File: src/rtl/fault_sleep_pkg.sv
// Package: register map, field positions, reset values and carriers for the fault/sleep block
package fault_sleep_pkg;
    // Register word offsets (byte addresses)
    localparam logic [7:0] OFS_HARD_STATUS = 8'h00; // hard_fault_status_reg
    localparam logic [7:0] OFS_PROT_STATUS = 8'h04; // protection_fault_status_reg
    localparam logic [7:0] OFS_PROT_ADDR = 8'h08; // protection_fault_addr_reg
    localparam logic [7:0] OFS_BUS_STATUS = 8'h0c; // bus_fault_status_reg
    localparam logic [7:0] OFS_BUS_ADDR = 8'h10; // bus_fault_addr_reg
    localparam logic [7:0] OFS_USAGE_STATUS = 8'h14; // usage_fault_status_reg
    localparam logic [7:0] OFS_SYS_CTRL = 8'h18; // system_control_reg
    localparam logic [7:0] OFS_FAULT_CFG = 8'h1c; // Priorities and handler enables
    localparam logic [7:0] OFS_CORE_STATE = 8'h20; // Event latch, sleep, lockup

    // Hard status bit positions
    localparam int HF_VECTOR_BIT = 1;
    localparam int HF_ESCAL_BIT = 30;
    // Protection status bit positions
    localparam int PF_INSTR_BIT = 0;
    localparam int PF_DATA_BIT = 1;
    localparam int PF_UNSTACK_BIT = 3;
    localparam int PF_STACK_BIT = 4;
    localparam int PF_ADDR_VALID_BIT = 7;
    // Bus status bit positions
    localparam int BF_PREFETCH_BIT = 0;
    localparam int BF_EXACT_BIT = 1;
    localparam int BF_INEXACT_BIT = 2;
    localparam int BF_UNSTACK_BIT = 3;
    localparam int BF_STACK_BIT = 4;
    localparam int BF_ADDR_VALID_BIT = 7;
    // Usage status bit positions
    localparam int UF_UNDEF_BIT = 0;
    localparam int UF_ISA_BIT = 1;
    localparam int UF_RETURN_BIT = 2;
    localparam int UF_COPROC_BIT = 3;
    localparam int UF_UNALIGN_BIT = 8;
    localparam int UF_ZERODIV_BIT = 9;
    // System control bit positions
    localparam int SC_SLEEP_EXIT_BIT = 1;
    localparam int SC_DEEP_BIT = 2;
    localparam int SC_EVENT_PEND_BIT = 4;
    // Fault config fields: three priorities then three enables
    localparam int CFG_PROT_PRIO_LSB = 0;
    localparam int CFG_BUS_PRIO_LSB = 8;
    localparam int CFG_USAGE_PRIO_LSB = 16;
    localparam int CFG_PROT_EN_BIT = 24;
    localparam int CFG_BUS_EN_BIT = 25;
    localparam int CFG_USAGE_EN_BIT = 26;
    // Reset values
    localparam logic [31:0] SYS_CTRL_RST = 32'h0000_0000;
    localparam logic [31:0] FAULT_CFG_RST = 32'h0000_0000;

    // Fault classes, encoded 0 to 3; the value is not an urgency level
    typedef enum logic [1:0] {CLS_PROT, CLS_BUS, CLS_USAGE, CLS_HARD} fault_class_e;

    // Error causes reported by the pipeline, one cycle pulses
    typedef struct packed {
        logic vector_read;     // Bus error fetching a vector
        logic prot_instr;      // Protection mismatch on fetch, or execute_never_region
        logic prot_data;       // Protection mismatch on data
        logic prot_stack;      // Protection mismatch while stacking
        logic prot_unstack;    // Protection mismatch while unstacking
        logic bus_stack;       // Bus error while stacking
        logic bus_unstack;     // Bus error while unstacking
        logic bus_prefetch;    // Bus error on prefetch
        logic bus_exact;       // Precise data bus error
        logic bus_inexact;     // Imprecise data bus error
        logic coprocessor;     // Coprocessor access
        logic undef_op;        // Undefined instruction
        logic bad_isa;         // Unsupported instruction-set state
        logic bad_return;      // Bad handler_return_code
        logic unaligned;       // Illegal unaligned access
        logic zero_div;        // Division by zero
    } fault_cause_s;

    // Outcome of one fault, toward the pipeline
    typedef struct packed {
        logic valid;           // A fault is taken this cycle
        fault_class_e cls;     // Handler that will run
        logic escalated;       // Raised to hard fault
    } fault_take_s;
endpackage

File: src/rtl/fault_sleep_ctrl.sv
// Fault classification, escalation, lockup and sleep/wakeup controller
// What this block does
// - Vector read bus error: hard fault, flag
// - Escalated fault: hard fault, escalation flag
// - Protection faults flagged; never-execute flags fetch
// - Bus faults flagged per stacking, prefetch, data
// - Usage faults each get their own flag
// - Faults have programmable priority and enables
// - Same fault inside its handler escalates
// - Fault not above current priority escalates
// - Fault with disabled handler escalates
// - Bus stacking error entering bus handler stays
// - Hard fault preempted only by reset, NMI
// - Status flags record causes; addresses captured
// - Hard fault inside hard handler: lockup till reset
// - Deep-sleep select chooses the sleep mode
// - Wait-for-interrupt sleeps at once
// - Wait-for-event consumes event or sleeps
// - Sleep-after-handler sleeps on return to thread
// - Interrupt sleep wakes on sufficient priority exception
// - Primary mask set: wake, hold handler
// - Event-on-pending: new pending wakes event sleep
// - Spurious wake from debug is allowed
// - Sufficient priority must beat mask limits
//
// The register offsets and the Wishbone register port were decided locally.
`timescale 1ns/10ps
`default_nettype none
module fault_sleep_ctrl
    import fault_sleep_pkg::*;
#(
    parameter int PRIO_W = 8 // Priority width, lower value is more urgent
) (
    input wire logic clk_i, // Core clock 50 MHz
    input wire logic rst_i, // Synchronous active-high reset
    // Classic Wishbone slave
    input wire logic wb_cyc_i,
    input wire logic wb_stb_i,
    input wire logic wb_we_i,
    input wire logic [7:0] wb_adr_i,
    input wire logic [3:0] wb_sel_i,
    input wire logic [31:0] wb_dat_i,
    output logic [31:0] wb_dat_o,
    output logic wb_ack_o,
    // Pipeline side
    input wire fault_cause_s cause_i,      // Fault causes, one-cycle pulses
    input wire logic [31:0] fault_addr_i,  // Address of the faulting access
    input wire logic fault_addr_ok_i,      // Address is meaningful
    input wire logic handler_mode_i,       // Core runs a handler
    input wire logic in_hard_handler_i,    // Current handler is hard fault
    input wire logic [PRIO_W-1:0] exec_prio_i, // Current execution priority
    input wire logic wfi_i,                // wait_interrupt_instr executes
    input wire logic wfe_i,                // wait_event_instr executes
    input wire logic handler_exit_i,       // Return to thread mode completes
    input wire logic debug_wake_i,         // Debug operation wake
    // Interrupt controller side
    input wire logic [PRIO_W-1:0] pend_prio_i, // Best pending enabled priority
    input wire logic pend_valid_i,         // An enabled exception is pending
    input wire logic new_pend_i,           // Any interrupt newly pending, pulse
    input wire logic [PRIO_W-1:0] mask_level_i, // Priority limit of base mask, 0 = off
    input wire logic primary_interrupt_mask_i,
    input wire logic fault_level_mask_i,
    input wire logic send_event_i,         // External event signal, pulse
    // Outputs
    output fault_take_s take_o,            // Fault taken
    output logic lockup_o,                 // Locked, no execution
    output logic sleeping_o,               // Core asleep
    output logic deep_sleep_o,             // Sleep is deep
    output logic run_handler_o             // Wake may dispatch handler
);
    // Priority width sanity
    if (PRIO_W < 1 || PRIO_W > 8) begin : g_chk
        $error("PRIO_W must be 1..8");
    end

    typedef enum logic [1:0] {PWR_RUN, PWR_SLEEP_WFI, PWR_SLEEP_WFE} pwr_e;

    // Status and control registers
    logic [31:0] hard_fault_status_reg_q;
    logic [7:0] protection_fault_status_reg_q;
    logic [31:0] protection_fault_addr_reg_q;
    logic [7:0] bus_fault_status_reg_q;
    logic [31:0] bus_fault_addr_reg_q;
    logic [15:0] usage_fault_status_reg_q;
    logic [31:0] system_control_reg_q;
    logic [31:0] fault_cfg_q;
    logic lockup_q; // Stuck until reset
    logic event_q; // One-bit event latch
    pwr_e pwr_q;
    fault_take_s take_q;
    logic run_handler_q;
    logic [31:0] rdata_q;
    logic ack_q;

    // Bus write strobe; one-cycle ack so a write lands once
    logic wr_en;
    logic rd_en;
    assign wr_en = wb_cyc_i && wb_stb_i && wb_we_i && !ack_q;
    assign rd_en = wb_cyc_i && wb_stb_i && !wb_we_i && !ack_q;

    // Byte-lane merge, used by every writable register
    function automatic logic [31:0] merge(input logic [31:0] old, input logic [31:0] nw, input logic [3:0] sel);
        logic [31:0] r;
        r = old;
        for (int i = 0; i < 4; i++) begin
            if (sel[i]) begin
                r[8*i +: 8] = nw[8*i +: 8];
            end
        end
        return r;
    endfunction

    // Write-one-to-clear mask for a status register
    function automatic logic [31:0] w1c(input logic hit, input logic [31:0] d, input logic [3:0] sel);
        logic [31:0] m;
        m = '0;
        if (hit) begin
            m = merge(32'h0000_0000, d, sel);
        end
        return m;
    endfunction

    // Fault class decoding
    logic any_prot, any_bus, any_usage, any_cfg;
    assign any_prot = cause_i.prot_instr | cause_i.prot_data | cause_i.prot_stack | cause_i.prot_unstack;
    assign any_bus = cause_i.bus_stack | cause_i.bus_unstack | cause_i.bus_prefetch
        | cause_i.bus_exact | cause_i.bus_inexact;
    assign any_usage = cause_i.coprocessor | cause_i.undef_op | cause_i.bad_isa
        | cause_i.bad_return | cause_i.unaligned | cause_i.zero_div;
    assign any_cfg = any_prot | any_bus | any_usage;

    // Class picked when several causes coincide: protection, bus, usage
    fault_class_e cfg_cls;
    logic [PRIO_W-1:0] cfg_prio;
    logic cfg_en;
    always_comb begin
        cfg_cls = CLS_USAGE;
        cfg_prio = fault_cfg_q[CFG_USAGE_PRIO_LSB +: PRIO_W];
        cfg_en = fault_cfg_q[CFG_USAGE_EN_BIT];
        if (any_prot) begin
            cfg_cls = CLS_PROT;
            cfg_prio = fault_cfg_q[CFG_PROT_PRIO_LSB +: PRIO_W];
            cfg_en = fault_cfg_q[CFG_PROT_EN_BIT];
        end else if (any_bus) begin
            cfg_cls = CLS_BUS;
            cfg_prio = fault_cfg_q[CFG_BUS_PRIO_LSB +: PRIO_W];
            cfg_en = fault_cfg_q[CFG_BUS_EN_BIT];
        end
    end

    // Bus stacking error entering bus handler keeps bus class
    logic bus_entry_stack;
    assign bus_entry_stack = (cfg_cls == CLS_BUS) && cause_i.bus_stack && cfg_en;

    // Escalation: disabled handler, or not above current priority
    logic escalate;
    assign escalate = any_cfg && !bus_entry_stack && (!cfg_en
        || (handler_mode_i && cfg_prio >= exec_prio_i));
    logic hard_now;
    assign hard_now = cause_i.vector_read || escalate;

    // Hard status: vector read and escalation flags, set beats clear
    always_ff @(posedge clk_i) begin
        if (rst_i) begin
            hard_fault_status_reg_q <= '0;
        end else begin
            hard_fault_status_reg_q <= hard_fault_status_reg_q
                & ~w1c(wr_en && wb_adr_i == OFS_HARD_STATUS, wb_dat_i, wb_sel_i);
            if (cause_i.vector_read) begin
                hard_fault_status_reg_q[HF_VECTOR_BIT] <= 1'b1;
            end
            if (escalate) begin
                hard_fault_status_reg_q[HF_ESCAL_BIT] <= 1'b1;
            end
        end
    end

    // Protection status and address capture
    always_ff @(posedge clk_i) begin
        if (rst_i) begin
            protection_fault_status_reg_q <= '0;
            protection_fault_addr_reg_q <= '0;
        end else begin
            protection_fault_status_reg_q <= protection_fault_status_reg_q
                & ~8'(w1c(wr_en && wb_adr_i == OFS_PROT_STATUS, wb_dat_i, wb_sel_i));
            if (cause_i.prot_instr) protection_fault_status_reg_q[PF_INSTR_BIT] <= 1'b1;
            if (cause_i.prot_data) protection_fault_status_reg_q[PF_DATA_BIT] <= 1'b1;
            if (cause_i.prot_stack) protection_fault_status_reg_q[PF_STACK_BIT] <= 1'b1;
            if (cause_i.prot_unstack) protection_fault_status_reg_q[PF_UNSTACK_BIT] <= 1'b1;
            // Only data accesses carry a useful address
            if (cause_i.prot_data && fault_addr_ok_i) begin
                protection_fault_addr_reg_q <= fault_addr_i;
                protection_fault_status_reg_q[PF_ADDR_VALID_BIT] <= 1'b1;
            end
        end
    end

    // Bus status and address capture
    always_ff @(posedge clk_i) begin
        if (rst_i) begin
            bus_fault_status_reg_q <= '0;
            bus_fault_addr_reg_q <= '0;
        end else begin
            bus_fault_status_reg_q <= bus_fault_status_reg_q
                & ~8'(w1c(wr_en && wb_adr_i == OFS_BUS_STATUS, wb_dat_i, wb_sel_i));
            if (cause_i.bus_stack) bus_fault_status_reg_q[BF_STACK_BIT] <= 1'b1;
            if (cause_i.bus_unstack) bus_fault_status_reg_q[BF_UNSTACK_BIT] <= 1'b1;
            if (cause_i.bus_prefetch) bus_fault_status_reg_q[BF_PREFETCH_BIT] <= 1'b1;
            if (cause_i.bus_exact) bus_fault_status_reg_q[BF_EXACT_BIT] <= 1'b1;
            if (cause_i.bus_inexact) bus_fault_status_reg_q[BF_INEXACT_BIT] <= 1'b1;
            // Imprecise errors lose their address, so only precise ones load
            if (cause_i.bus_exact && fault_addr_ok_i) begin
                bus_fault_addr_reg_q <= fault_addr_i;
                bus_fault_status_reg_q[BF_ADDR_VALID_BIT] <= 1'b1;
            end
        end
    end

    // Usage status flags
    always_ff @(posedge clk_i) begin
        if (rst_i) begin
            usage_fault_status_reg_q <= '0;
        end else begin
            usage_fault_status_reg_q <= usage_fault_status_reg_q
                & ~16'(w1c(wr_en && wb_adr_i == OFS_USAGE_STATUS, wb_dat_i, wb_sel_i));
            if (cause_i.coprocessor) usage_fault_status_reg_q[UF_COPROC_BIT] <= 1'b1;
            if (cause_i.undef_op) usage_fault_status_reg_q[UF_UNDEF_BIT] <= 1'b1;
            if (cause_i.bad_isa) usage_fault_status_reg_q[UF_ISA_BIT] <= 1'b1;
            if (cause_i.bad_return) usage_fault_status_reg_q[UF_RETURN_BIT] <= 1'b1;
            if (cause_i.unaligned) usage_fault_status_reg_q[UF_UNALIGN_BIT] <= 1'b1;
            if (cause_i.zero_div) usage_fault_status_reg_q[UF_ZERODIV_BIT] <= 1'b1;
        end
    end

    // Control registers written by software
    always_ff @(posedge clk_i) begin
        if (rst_i) begin
            system_control_reg_q <= SYS_CTRL_RST;
            fault_cfg_q <= FAULT_CFG_RST;
        end else if (wr_en) begin
            if (wb_adr_i == OFS_SYS_CTRL) system_control_reg_q <= merge(system_control_reg_q, wb_dat_i, wb_sel_i);
            if (wb_adr_i == OFS_FAULT_CFG) fault_cfg_q <= merge(fault_cfg_q, wb_dat_i, wb_sel_i);
        end
    end

    // Fault take pulse and lockup; hard fault wins over all but reset/NMI
    always_ff @(posedge clk_i) begin
        if (rst_i) begin
            take_q <= '0;
            lockup_q <= 1'b0;
        end else begin
            take_q <= '0;
            if (hard_now && in_hard_handler_i) begin
                lockup_q <= 1'b1;
            end else if (!lockup_q && hard_now) begin
                take_q <= '{valid: 1'b1, cls: CLS_HARD, escalated: escalate};
            end else if (!lockup_q && any_cfg) begin
                take_q <= '{valid: 1'b1, cls: cfg_cls, escalated: 1'b0};
            end
        end
    end

    // Sufficient priority: beats current level, fault mask and base mask limit
    logic sufficient;
    assign sufficient = pend_valid_i && !fault_level_mask_i
        && (!handler_mode_i || pend_prio_i < exec_prio_i)
        && (mask_level_i == '0 || pend_prio_i < mask_level_i);
    // Wake on priority without the primary mask, which only holds dispatch
    logic prio_wake;
    // Base mask limit still applies, or a masked level would wake us
    assign prio_wake = pend_valid_i && !fault_level_mask_i
        && (!handler_mode_i || pend_prio_i < exec_prio_i)
        && (mask_level_i == '0 || pend_prio_i < mask_level_i);

    // Power state machine
    always_ff @(posedge clk_i) begin
        if (rst_i) begin
            pwr_q <= PWR_RUN;
            event_q <= 1'b0;
            run_handler_q <= 1'b0;
        end else begin
            run_handler_q <= 1'b0;
            if (send_event_i || (system_control_reg_q[SC_EVENT_PEND_BIT] && new_pend_i)) begin
                event_q <= 1'b1;
            end
            case (pwr_q)
                PWR_RUN: begin
                    // Lockup blocks all instruction effects
                    if (lockup_q) begin
                        pwr_q <= PWR_RUN;
                    end else if (wfi_i) begin
                        pwr_q <= PWR_SLEEP_WFI;
                    end else if (wfe_i) begin
                        if (event_q) begin
                            event_q <= 1'b0;
                        end else begin
                            pwr_q <= PWR_SLEEP_WFE;
                        end
                    end else if (handler_exit_i && system_control_reg_q[SC_SLEEP_EXIT_BIT]) begin
                        pwr_q <= PWR_SLEEP_WFI;
                    end
                end
                PWR_SLEEP_WFI: begin
                    // Debug may wake us spuriously; software re-sleeps
                    if (prio_wake || debug_wake_i) begin
                        pwr_q <= PWR_RUN;
                        run_handler_q <= sufficient && !primary_interrupt_mask_i;
                    end
                end
                PWR_SLEEP_WFE: begin
                    if (sufficient || event_q || debug_wake_i) begin
                        pwr_q <= PWR_RUN;
                        event_q <= 1'b0;
                        run_handler_q <= sufficient && !primary_interrupt_mask_i;
                    end
                end
                default: pwr_q <= PWR_RUN;
            endcase
        end
    end

    // Register read mux
    always_ff @(posedge clk_i) begin
        if (rst_i) begin
            rdata_q <= '0;
            ack_q <= 1'b0;
        end else begin
            ack_q <= wb_cyc_i && wb_stb_i && !ack_q;
            if (rd_en) begin
                case (wb_adr_i)
                    OFS_HARD_STATUS: rdata_q <= hard_fault_status_reg_q;
                    OFS_PROT_STATUS: rdata_q <= {24'h00_0000, protection_fault_status_reg_q};
                    OFS_PROT_ADDR: rdata_q <= protection_fault_addr_reg_q;
                    OFS_BUS_STATUS: rdata_q <= {24'h00_0000, bus_fault_status_reg_q};
                    OFS_BUS_ADDR: rdata_q <= bus_fault_addr_reg_q;
                    OFS_USAGE_STATUS: rdata_q <= {16'h0000, usage_fault_status_reg_q};
                    OFS_SYS_CTRL: rdata_q <= system_control_reg_q;
                    OFS_FAULT_CFG: rdata_q <= fault_cfg_q;
                    OFS_CORE_STATE: rdata_q <= {28'h000_0000, event_q, pwr_q != PWR_RUN, lockup_q, 1'b0};
                    default: rdata_q <= 32'h0000_0000; // Unmapped reads zero
                endcase
            end
        end
    end

    assign wb_dat_o = rdata_q;
    assign wb_ack_o = ack_q;
    assign take_o = take_q;
    assign lockup_o = lockup_q;
    assign sleeping_o = (pwr_q != PWR_RUN);
    assign deep_sleep_o = system_control_reg_q[SC_DEEP_BIT];
    assign run_handler_o = run_handler_q;

    // Checks
    property p_vec_hard;
        @(posedge clk_i) disable iff (rst_i)
        cause_i.vector_read && !in_hard_handler_i && !lockup_q |=> take_q.valid && take_q.cls == CLS_HARD
            && hard_fault_status_reg_q[HF_VECTOR_BIT];
    endproperty
    a_vec_hard: assert property (p_vec_hard) else $error("vector error not hard");
    property p_escal;
        @(posedge clk_i) disable iff (rst_i)
        any_cfg && !cfg_en && !bus_entry_stack |=> hard_fault_status_reg_q[HF_ESCAL_BIT];
    endproperty
    a_escal: assert property (p_escal) else $error("disabled fault not escalated");
    property p_zero_div;
        @(posedge clk_i) disable iff (rst_i) cause_i.zero_div |=> usage_fault_status_reg_q[UF_ZERODIV_BIT];
    endproperty
    a_zero_div: assert property (p_zero_div) else $error("zero divide flag missing");
    property p_lock;
        @(posedge clk_i) disable iff (rst_i) lockup_q |=> lockup_q && !take_q.valid;
    endproperty
    a_lock: assert property (p_lock) else $error("lockup left");
    property p_wfi;
        @(posedge clk_i) disable iff (rst_i)
        pwr_q == PWR_RUN && !lockup_q && wfi_i |=> pwr_q == PWR_SLEEP_WFI;
    endproperty
    a_wfi: assert property (p_wfi) else $error("wfi did not sleep");
    property p_wfe_event;
        @(posedge clk_i) disable iff (rst_i)
        pwr_q == PWR_RUN && !lockup_q && !wfi_i && wfe_i && event_q && !send_event_i && !new_pend_i
            |=> pwr_q == PWR_RUN && !event_q;
    endproperty
    a_wfe_event: assert property (p_wfe_event) else $error("event not consumed");
    property p_mask_hold;
        @(posedge clk_i) disable iff (rst_i)
        pwr_q == PWR_SLEEP_WFI && primary_interrupt_mask_i |=> !run_handler_q;
    endproperty
    a_mask_hold: assert property (p_mask_hold) else $error("handler ran under mask");
    property p_bus_stack;
        @(posedge clk_i) disable iff (rst_i)
        cause_i == fault_cause_s'(1) << 10 && fault_cfg_q[CFG_BUS_EN_BIT] && !lockup_q
            |=> take_q.valid && take_q.cls == CLS_BUS;
    endproperty
    a_bus_stack: assert property (p_bus_stack) else $error("bus stacking escalated");
    c_lock: cover property (@(posedge clk_i) disable iff (rst_i) $rose(lockup_q));
    c_wfe: cover property (@(posedge clk_i) disable iff (rst_i) pwr_q == PWR_SLEEP_WFE ##1 pwr_q == PWR_RUN);
    c_esc: cover property (@(posedge clk_i) disable iff (rst_i) take_q.valid && take_q.escalated);
endmodule
`default_nettype wire

File: config.mk
export PLATFORM = sky130hd
export DESIGN_NAME = fault_sleep_ctrl
export DESIGN_NICKNAME = d
export VERILOG_FILES = /design/src/rtl/fault_sleep_pkg.sv /design/src/rtl/fault_sleep_ctrl.sv
export SDC_FILE = /design/constraint.sdc
export NUM_CORES = 1
export LEC_CHECK = 0
export ABC_AREA = 1
export BUFFER_PORTS_ARGS = -buffer_cell sky130_fd_sc_hd__buf_4
export CAP_MARGIN = 15
export CORE_AREA = 4 4 175 126
export CTS_CLUSTER_SIZE = 24
export DETAILED_ROUTE_END_ITERATION = 10
export DIE_AREA = 0 0 179 130
export PLACE_DENSITY_LB_ADDON = 0.1
export SLEW_MARGIN = 20
export SYNTH_ARGS = -nofsm -noshare
export SYNTH_HDL_FRONTEND = slang
export SYNTH_SLANG_ARGS = --single-unit
File: constraint.sdc
create_clock -name clk_i -period 2.04 [get_ports clk_i]
set_input_delay 0.204 -clock clk_i [delete_from_list [all_inputs] [get_ports clk_i]]
set_output_delay 0.204 -clock clk_i [all_outputs]
set_load 0.02 [all_outputs]
Word-level counts from Yosys, hierarchy flattened

Cells that the tools add are included.

Mux-type cells: 58
Magnitude comparators: 3
Bitwise logic cells: 22
Equal/unequal tests: 15
Reductions and logical operators: 56

Operators by type and width:

| cell                                          | number |
|---|---|
| one-hot mux 32 bit (9 select lines)           | 1 |
| 2-to-1 mux 8 bit                              | 10 |
| 2-to-1 mux 32 bit                             | 2 |
| bitwise AND 32 bit                            | 1 |
| == test 8 x 5 -> 1 bit, second input constant | 4 |
| 2-to-1 mux 16 bit                             | 2 |
| NOT 32 bit                                    | 1 |
| 2-to-1 mux 1 bit                              | 29 |
| logical AND 1 bit                             | 26 |
| AND reduction 3 bit                           | 8 |
| 2-to-1 mux 2 bit                              | 9 |
| bitwise AND 16 bit                            | 1 |
| bitwise AND 8 bit                             | 2 |
| == test 8 x 4 -> 1 bit, second input constant | 2 |
| logical NOT 8 bit                             | 2 |
| < comparator 8 bit                            | 2 |
| NOT 16 bit                                    | 1 |
| NOT 8 bit                                     | 2 |
| OR 1 bit                                      | 14 |
| != test 5 bit, second input constant          | 2 |
| == test 8 x 3 -> 1 bit, second input constant | 1 |
| == test 8 x 6 -> 1 bit, second input constant | 1 |
| greater-or-equal comparator 8 bit             | 1 |
| logical NOT 1 bit                             | 8 |
| 11 further kinds                              | 22 |

Output and inout port bits: 41
Bits of input ports: 133
Bits in registers: 234
Word-level logic and storage cells: 177

Depth between registers and ports, before layout

Depth in word-level cells: 15
Depth in mapped cells: 19
Depth with buffers taken out: 19

Worst setup path after synthesis

OpenSTA, ideal clock, no wires.

Path kind: input port to flip-flop
From: input cause_i[9] in the netlist's numbering
To: register take_q, in the netlist take_o[3]
Required time: 1924 ps
Data arrival time: 1941 ps
Slack: -17 ps
Stages: 18
Setup time: 116 ps
Buffers on the path: 0
Path through: nor2_1 -> nand4_1 -> nor2_4 -> inv_1 -> o22ai_1 -> a21oi_1 -> ha_1 -> nand2_1 -> nor2_1 -> nand4_1 -> nand3_1 -> nand2_1 -> nand2_2 -> nand2_2 -> nand2_2 -> nand2_2 -> nand2_2 -> nor2_1

Longest elaborated chain between the ends: 15
Elaborated cells between the ends (all ways): 29
Classes of those cells: 1 x order compare; 1 x eq/ne; 8 x mux; 6 x bitwise; 13 x reduce/logical

Ends and longest elaborated chain:

| item                                                                                       | line                    | source |
|---|---|---|
| start: declaration                                                                         | fault_sleep_ctrl.sv:46  | `input wire fault_cause_s cause_i,` |
| OR 1 bit (*) (2 in a row)                                                                  | fault_sleep_ctrl.sv:126 | `assign any_bus = cause_i.bus_stack \| cause_i.bus_unstack \| cause_i.bus_prefetch` |
| OR 1 bit (*) (2 in a row)                                                                  | fault_sleep_ctrl.sv:127 | `\| cause_i.bus_exact \| cause_i.bus_inexact;` |
| parallel branches: the longest is 11 deep, another holds greater-or-equal comparator 8 bit | -                       |  |
| end signal: assignment                                                                     | fault_sleep_ctrl.sv:256 | `take_q <= '{valid: 1'b1, cls: CLS_HARD, escalated: escalate};` |
| end signal: assignment                                                                     | fault_sleep_ctrl.sv:258 | `take_q <= '{valid: 1'b1, cls: cfg_cls, escalated: 1'b0};` |
| end: declaration                                                                           | fault_sleep_ctrl.sv:90  | `fault_take_s take_q;` |

Every way passes the cells marked *.
A chain may end at the register's enable or synchronous reset.

Worst setup path after layout

From: register fault_cfg_q[9]
To: register take_q, in the netlist take_o[2]

Longest elaborated chain between the ends: 9
Elaborated cells between the ends (all ways): 11
Classes of those cells: 1 x order compare; 3 x mux; 7 x reduce/logical

Ends and longest elaborated chain:

| item                                                          | line                                             | source |
|---|---|---|
| start: declaration                                            | fault_sleep_ctrl.sv:86                           | `logic [31:0] fault_cfg_q;` |
| start signal: assignment                                      | fault_sleep_ctrl.sv:242                          | `if (wb_adr_i == OFS_FAULT_CFG) fault_cfg_q <= merge(fault_cfg_q, wb_dat_i, wb_sel_i);` |
| 2-to-1 mux 8 bit (*)                                          | fault_sleep_ctrl.sv:144                          | `end else if (any_bus) begin` |
| 2-to-1 mux 8 bit (*)                                          | fault_sleep_ctrl.sv:140                          | `if (any_prot) begin` |
| greater-or-equal comparator 8 bit (*)                         | fault_sleep_ctrl.sv:158                          | `\|\| (handler_mode_i && cfg_prio >= exec_prio_i));` |
| logical AND 1 bit (*)                                         | fault_sleep_ctrl.sv:158                          |  |
| logical OR 1 bit (*)                                          | fault_sleep_ctrl.sv:158                          |  |
| logical AND 1 bit (*)                                         | fault_sleep_ctrl.sv:157                          | `assign escalate = any_cfg && !bus_entry_stack && (!cfg_en` |
| logical OR 1 bit (*)                                          | fault_sleep_ctrl.sv:160                          | `assign hard_now = cause_i.vector_read \|\| escalate;` |
| logical AND 1 bit, on equally long branches                   | fault_sleep_ctrl.sv:255, fault_sleep_ctrl.sv:253 |  |
| 2-to-1 mux 4 bit / OR reduction 2 bit (equally long branches) | -                                                |  |

Every way passes the cells marked *; elsewhere a longest branch is shown, timed or not.

==> flow_metrics.env <==
export IMPL_run_status="finished clean"
export IMPL_synth_edf_count=0
export IMPL_drv_slew=0
export IMPL_start_util_pct=50.49
export IMPL_root_buffer="clkbuf_16"
export IMPL_hold_slack_ps=10.90
export IMPL_syn_mean_instance_area_um2=7.314
export IMPL_dieHeight_um=130
export IMPL_io_buffers=173
export IMPL_placed_cell_area_um2=12210
export IMPL_min_period_ps=1955
export IMPL_drive_gt1_share_pct=20.04
export IMPL_routed_wl_um=34740
export IMPL_clock_latency_ps=520
export IMPL_rsz0062_at_grt="true"
export IMPL_register_area_um2=4690
export IMPL_gp_congestion=0.8728
export IMPL_vias=10410
export IMPL_cts_buffers=23
export IMPL_grt_max_degree=90
export IMPL_critPathLaunchType="flip-flop"
export IMPL_cpPeakStageDelay_ps=420
export IMPL_path_max_fanout=4
export IMPL_crit_slowest_cell="dfxtp_1"
export IMPL_yosys_area_share_simple_pct=22.41
export IMPL_clock_skew_ps=15.80
export IMPL_synth_nets=1568
export IMPL_hold_viol=0
export IMPL_diodes=0
export IMPL_async_flop_share_pct=0
export IMPL_min_delay_path_depth=4
export IMPL_synthFlopType="dfxtp_1"
export IMPL_io_pins=174
export IMPL_fin_nets=1827
export IMPL_antenna_found_initial=0
export IMPL_synth_cell_types=37
export IMPL_die_area_um2=23270
export IMPL_synth_area_leaders="dfxtp_1 45%, nand2_1 9.5%, o21ai_0 8.8%, nor2_1 8.5%, a21oi_1 5.8%"
export IMPL_grt_ovfl_total=0
export IMPL_timing_final_crit_share_pct=95.81
export IMPL_path_class="reg2reg"
export IMPL_internal_power_uw=7479
export IMPL_tightestPinTransition_ps=922.7
export IMPL_yosys_area_top_type="dfxtp_1"
export IMPL_rrSetupSlack_ps=90
export IMPL_clk_transition_reported_paths_ps=60
export IMPL_min_path_type="in2reg"
export IMPL_synthCells=1410
export IMPL_cts_tree="yes"
export IMPL_grt_pass1_wl_um=53450
export IMPL_cts_setup_buffers=0
export IMPL_reg2reg_depth=14
export IMPL_cts_path_max_buffers=3
export IMPL_crit_path_end_kind="flip-flop"
export IMPL_fin_util_pct=67.02
export IMPL_synth_compound_area_share_pct=20.94
export IMPL_clockPowerShare_pct=41.0
export IMPL_required_ps=2480
export IMPL_multi_input_area_um2=4855
export IMPL_synth_xor_area_share_pct=0
export IMPL_synth_top_area_share_pct=45.43
export IMPL_yosys_area_share_adder_pct=3.033
export IMPL_synth_most_common_cell="nand2_1"
export IMPL_setup_viol=0
export IMPL_ir_drop_mv=0.6276
export IMPL_antenna_left=0
export IMPL_drt_iter0_markers=1106
export IMPL_p_leak_uw=0.006041
export IMPL_pwr_share_comb_pct=11.0
export IMPL_sequentialPowerShare_pct=47.9
export IMPL_ys_ff_latch=234
export IMPL_synth_top_family_by_area="simple AND/OR/NAND/NOR gates"
export IMPL_p_per_area_nw_per_um2=726.5
export IMPL_swShare_pct=24.81
export IMPL_maxSlewHeadroom_pct=38.49
export IMPL_core_region_area_um2=20420
export IMPL_yosys_warnings=0
export IMPL_grt_pass1_vias=9510
export IMPL_p_switching_uw=2467
export IMPL_worstPathCellList="o22ai_1, a21oi_1, ha_1, a21oi_2, o21ai_1, nand2_1, nand3_2, nand2_2, nand2_2, nand2_4, nand2_4, nand2_4, nand2_4, a21oi_2"
export IMPL_fillers=1769
export IMPL_syn_area_um2=10310
export IMPL_cts_max_level=1
export IMPL_drv_cap=0
export IMPL_row_count=44
export IMPL_arrival_ps=2400
export IMPL_max_freq_mhz=511.6
export IMPL_ys_seq_area_share_pct=45.43
export IMPL_vias_per_cell=5.315
export IMPL_path_common_cell="nand2_4"
export IMPL_finalInstanceArea_um2=13690
export IMPL_cts_sinks=234
export IMPL_avgRoutedWirePerCell_um=17.74
export IMPL_syn_to_final_growth_pct=32.75
export IMPL_synth_common_cells="260 x nand2_1, 234 x dfxtp_1, 233 x nor2_1, 181 x o21ai_0, 126 x inv_1"
export IMPL_finalPower_uw=9946
export IMPL_die_x_um=179
export IMPL_grt_use_total_pct=29.10
export IMPL_synth_area_mux_share_pct=0
export IMPL_dr_pass1_iters=5
export IMPL_dp_hpwl_um=24410
export IMPL_drc=0
## worst max-delay path: cells and delay by family (launching register included)
kind / cells / cell delay [ps]
DFF: 1 / 420
adders and majority gates: 1 / 270
AOI/OAI and AO/OA: 5 / 580
and+or+nand+nor: 8 / 620
## cell families after synthesis
group	count (synthesis)
fa+ha+maj	25
flops	234
simple gates	560
buf+inv	207
compound gates	384
## power groups by stage
stage	clock (uW)	combinational [uW]	sequential [uW]
finish	4080	1100	4770
floorplan	0	486	4860
CTS	4090	1070	4770
global placement	0	950	4860
global route	4290	1210	4780
detailed placement	0	962	4870
## metrics by stage
stage          setup slack [ps]  cells  TNS [ps]
3_5_place_dp             -397.7   1851     -2182
2_1_floorplan          -0.06484   1410  -0.06484
4_1_cts                   71.35   1958         0
5_1_grt                  -30.67   1958    -79.78
6_report                  85.49   1958         0
3_3_place_gp             -365.0   1851     -2022
## final cells by class
type	instances	area share (%)
sequential	234	34.26
timing repair buffer	301	18.76
tap	276	2.523
multi-input combinational	969	35.46
clock inverter	5	0.2102
inverter	140	3.866
clock buffer	33	4.917
## sequential cells by signal (all words and copies together), names as in the netlist, 4 cells and up
register	cells
bus_fault_addr_reg_q	32
bus_fault_status_reg_q	8
fault_cfg_q	32
hard_fault_status_reg_q	32
protection_fault_addr_reg_q	32
protection_fault_status_reg_q	8
system_control_reg_q	32
take_o	4
usage_fault_status_reg_q	16
wb_dat_o	32
## placed cells by master (no fill, tap or decap), drive strengths merged, types with 23 or more instances in the layout
master         n
o21ai        190
dfxtp        234
inv          140
a21oi        122
o211ai        23
dlygate4sd3   69
ha            25
nand2        275
nor2         242
buf          232
clkbuf        33
## timing repair
item                                    CTS  global route
hold endpoints to repair                128             0
hold buffers                             69             0
gates resized for setup                   0            29
endpoints found under the setup margin    0             6
## routing by layer
metal / part of all wire, % / wire length (um) / track usage (%)
met1: 47 / 16380 / 44.24
met3: 10 / 3511 / 5.734
met4: 1.3 / 448 / 5.007
met5: 0 / 0 / 0
met2: 41 / 14400 / 43.45
## final timing paths
check	startpoint	endpoint
max reg2reg	fault_cfg_q[9]	take_o[2]
max	fault_cfg_q[9]	take_o[2]
min reg2reg	hard_fault_status_reg_q[20]	hard_fault_status_reg_q[20]
min	fault_level_mask_i	run_handler_o
Note: power is estimated with default switching activity, not from simulation.
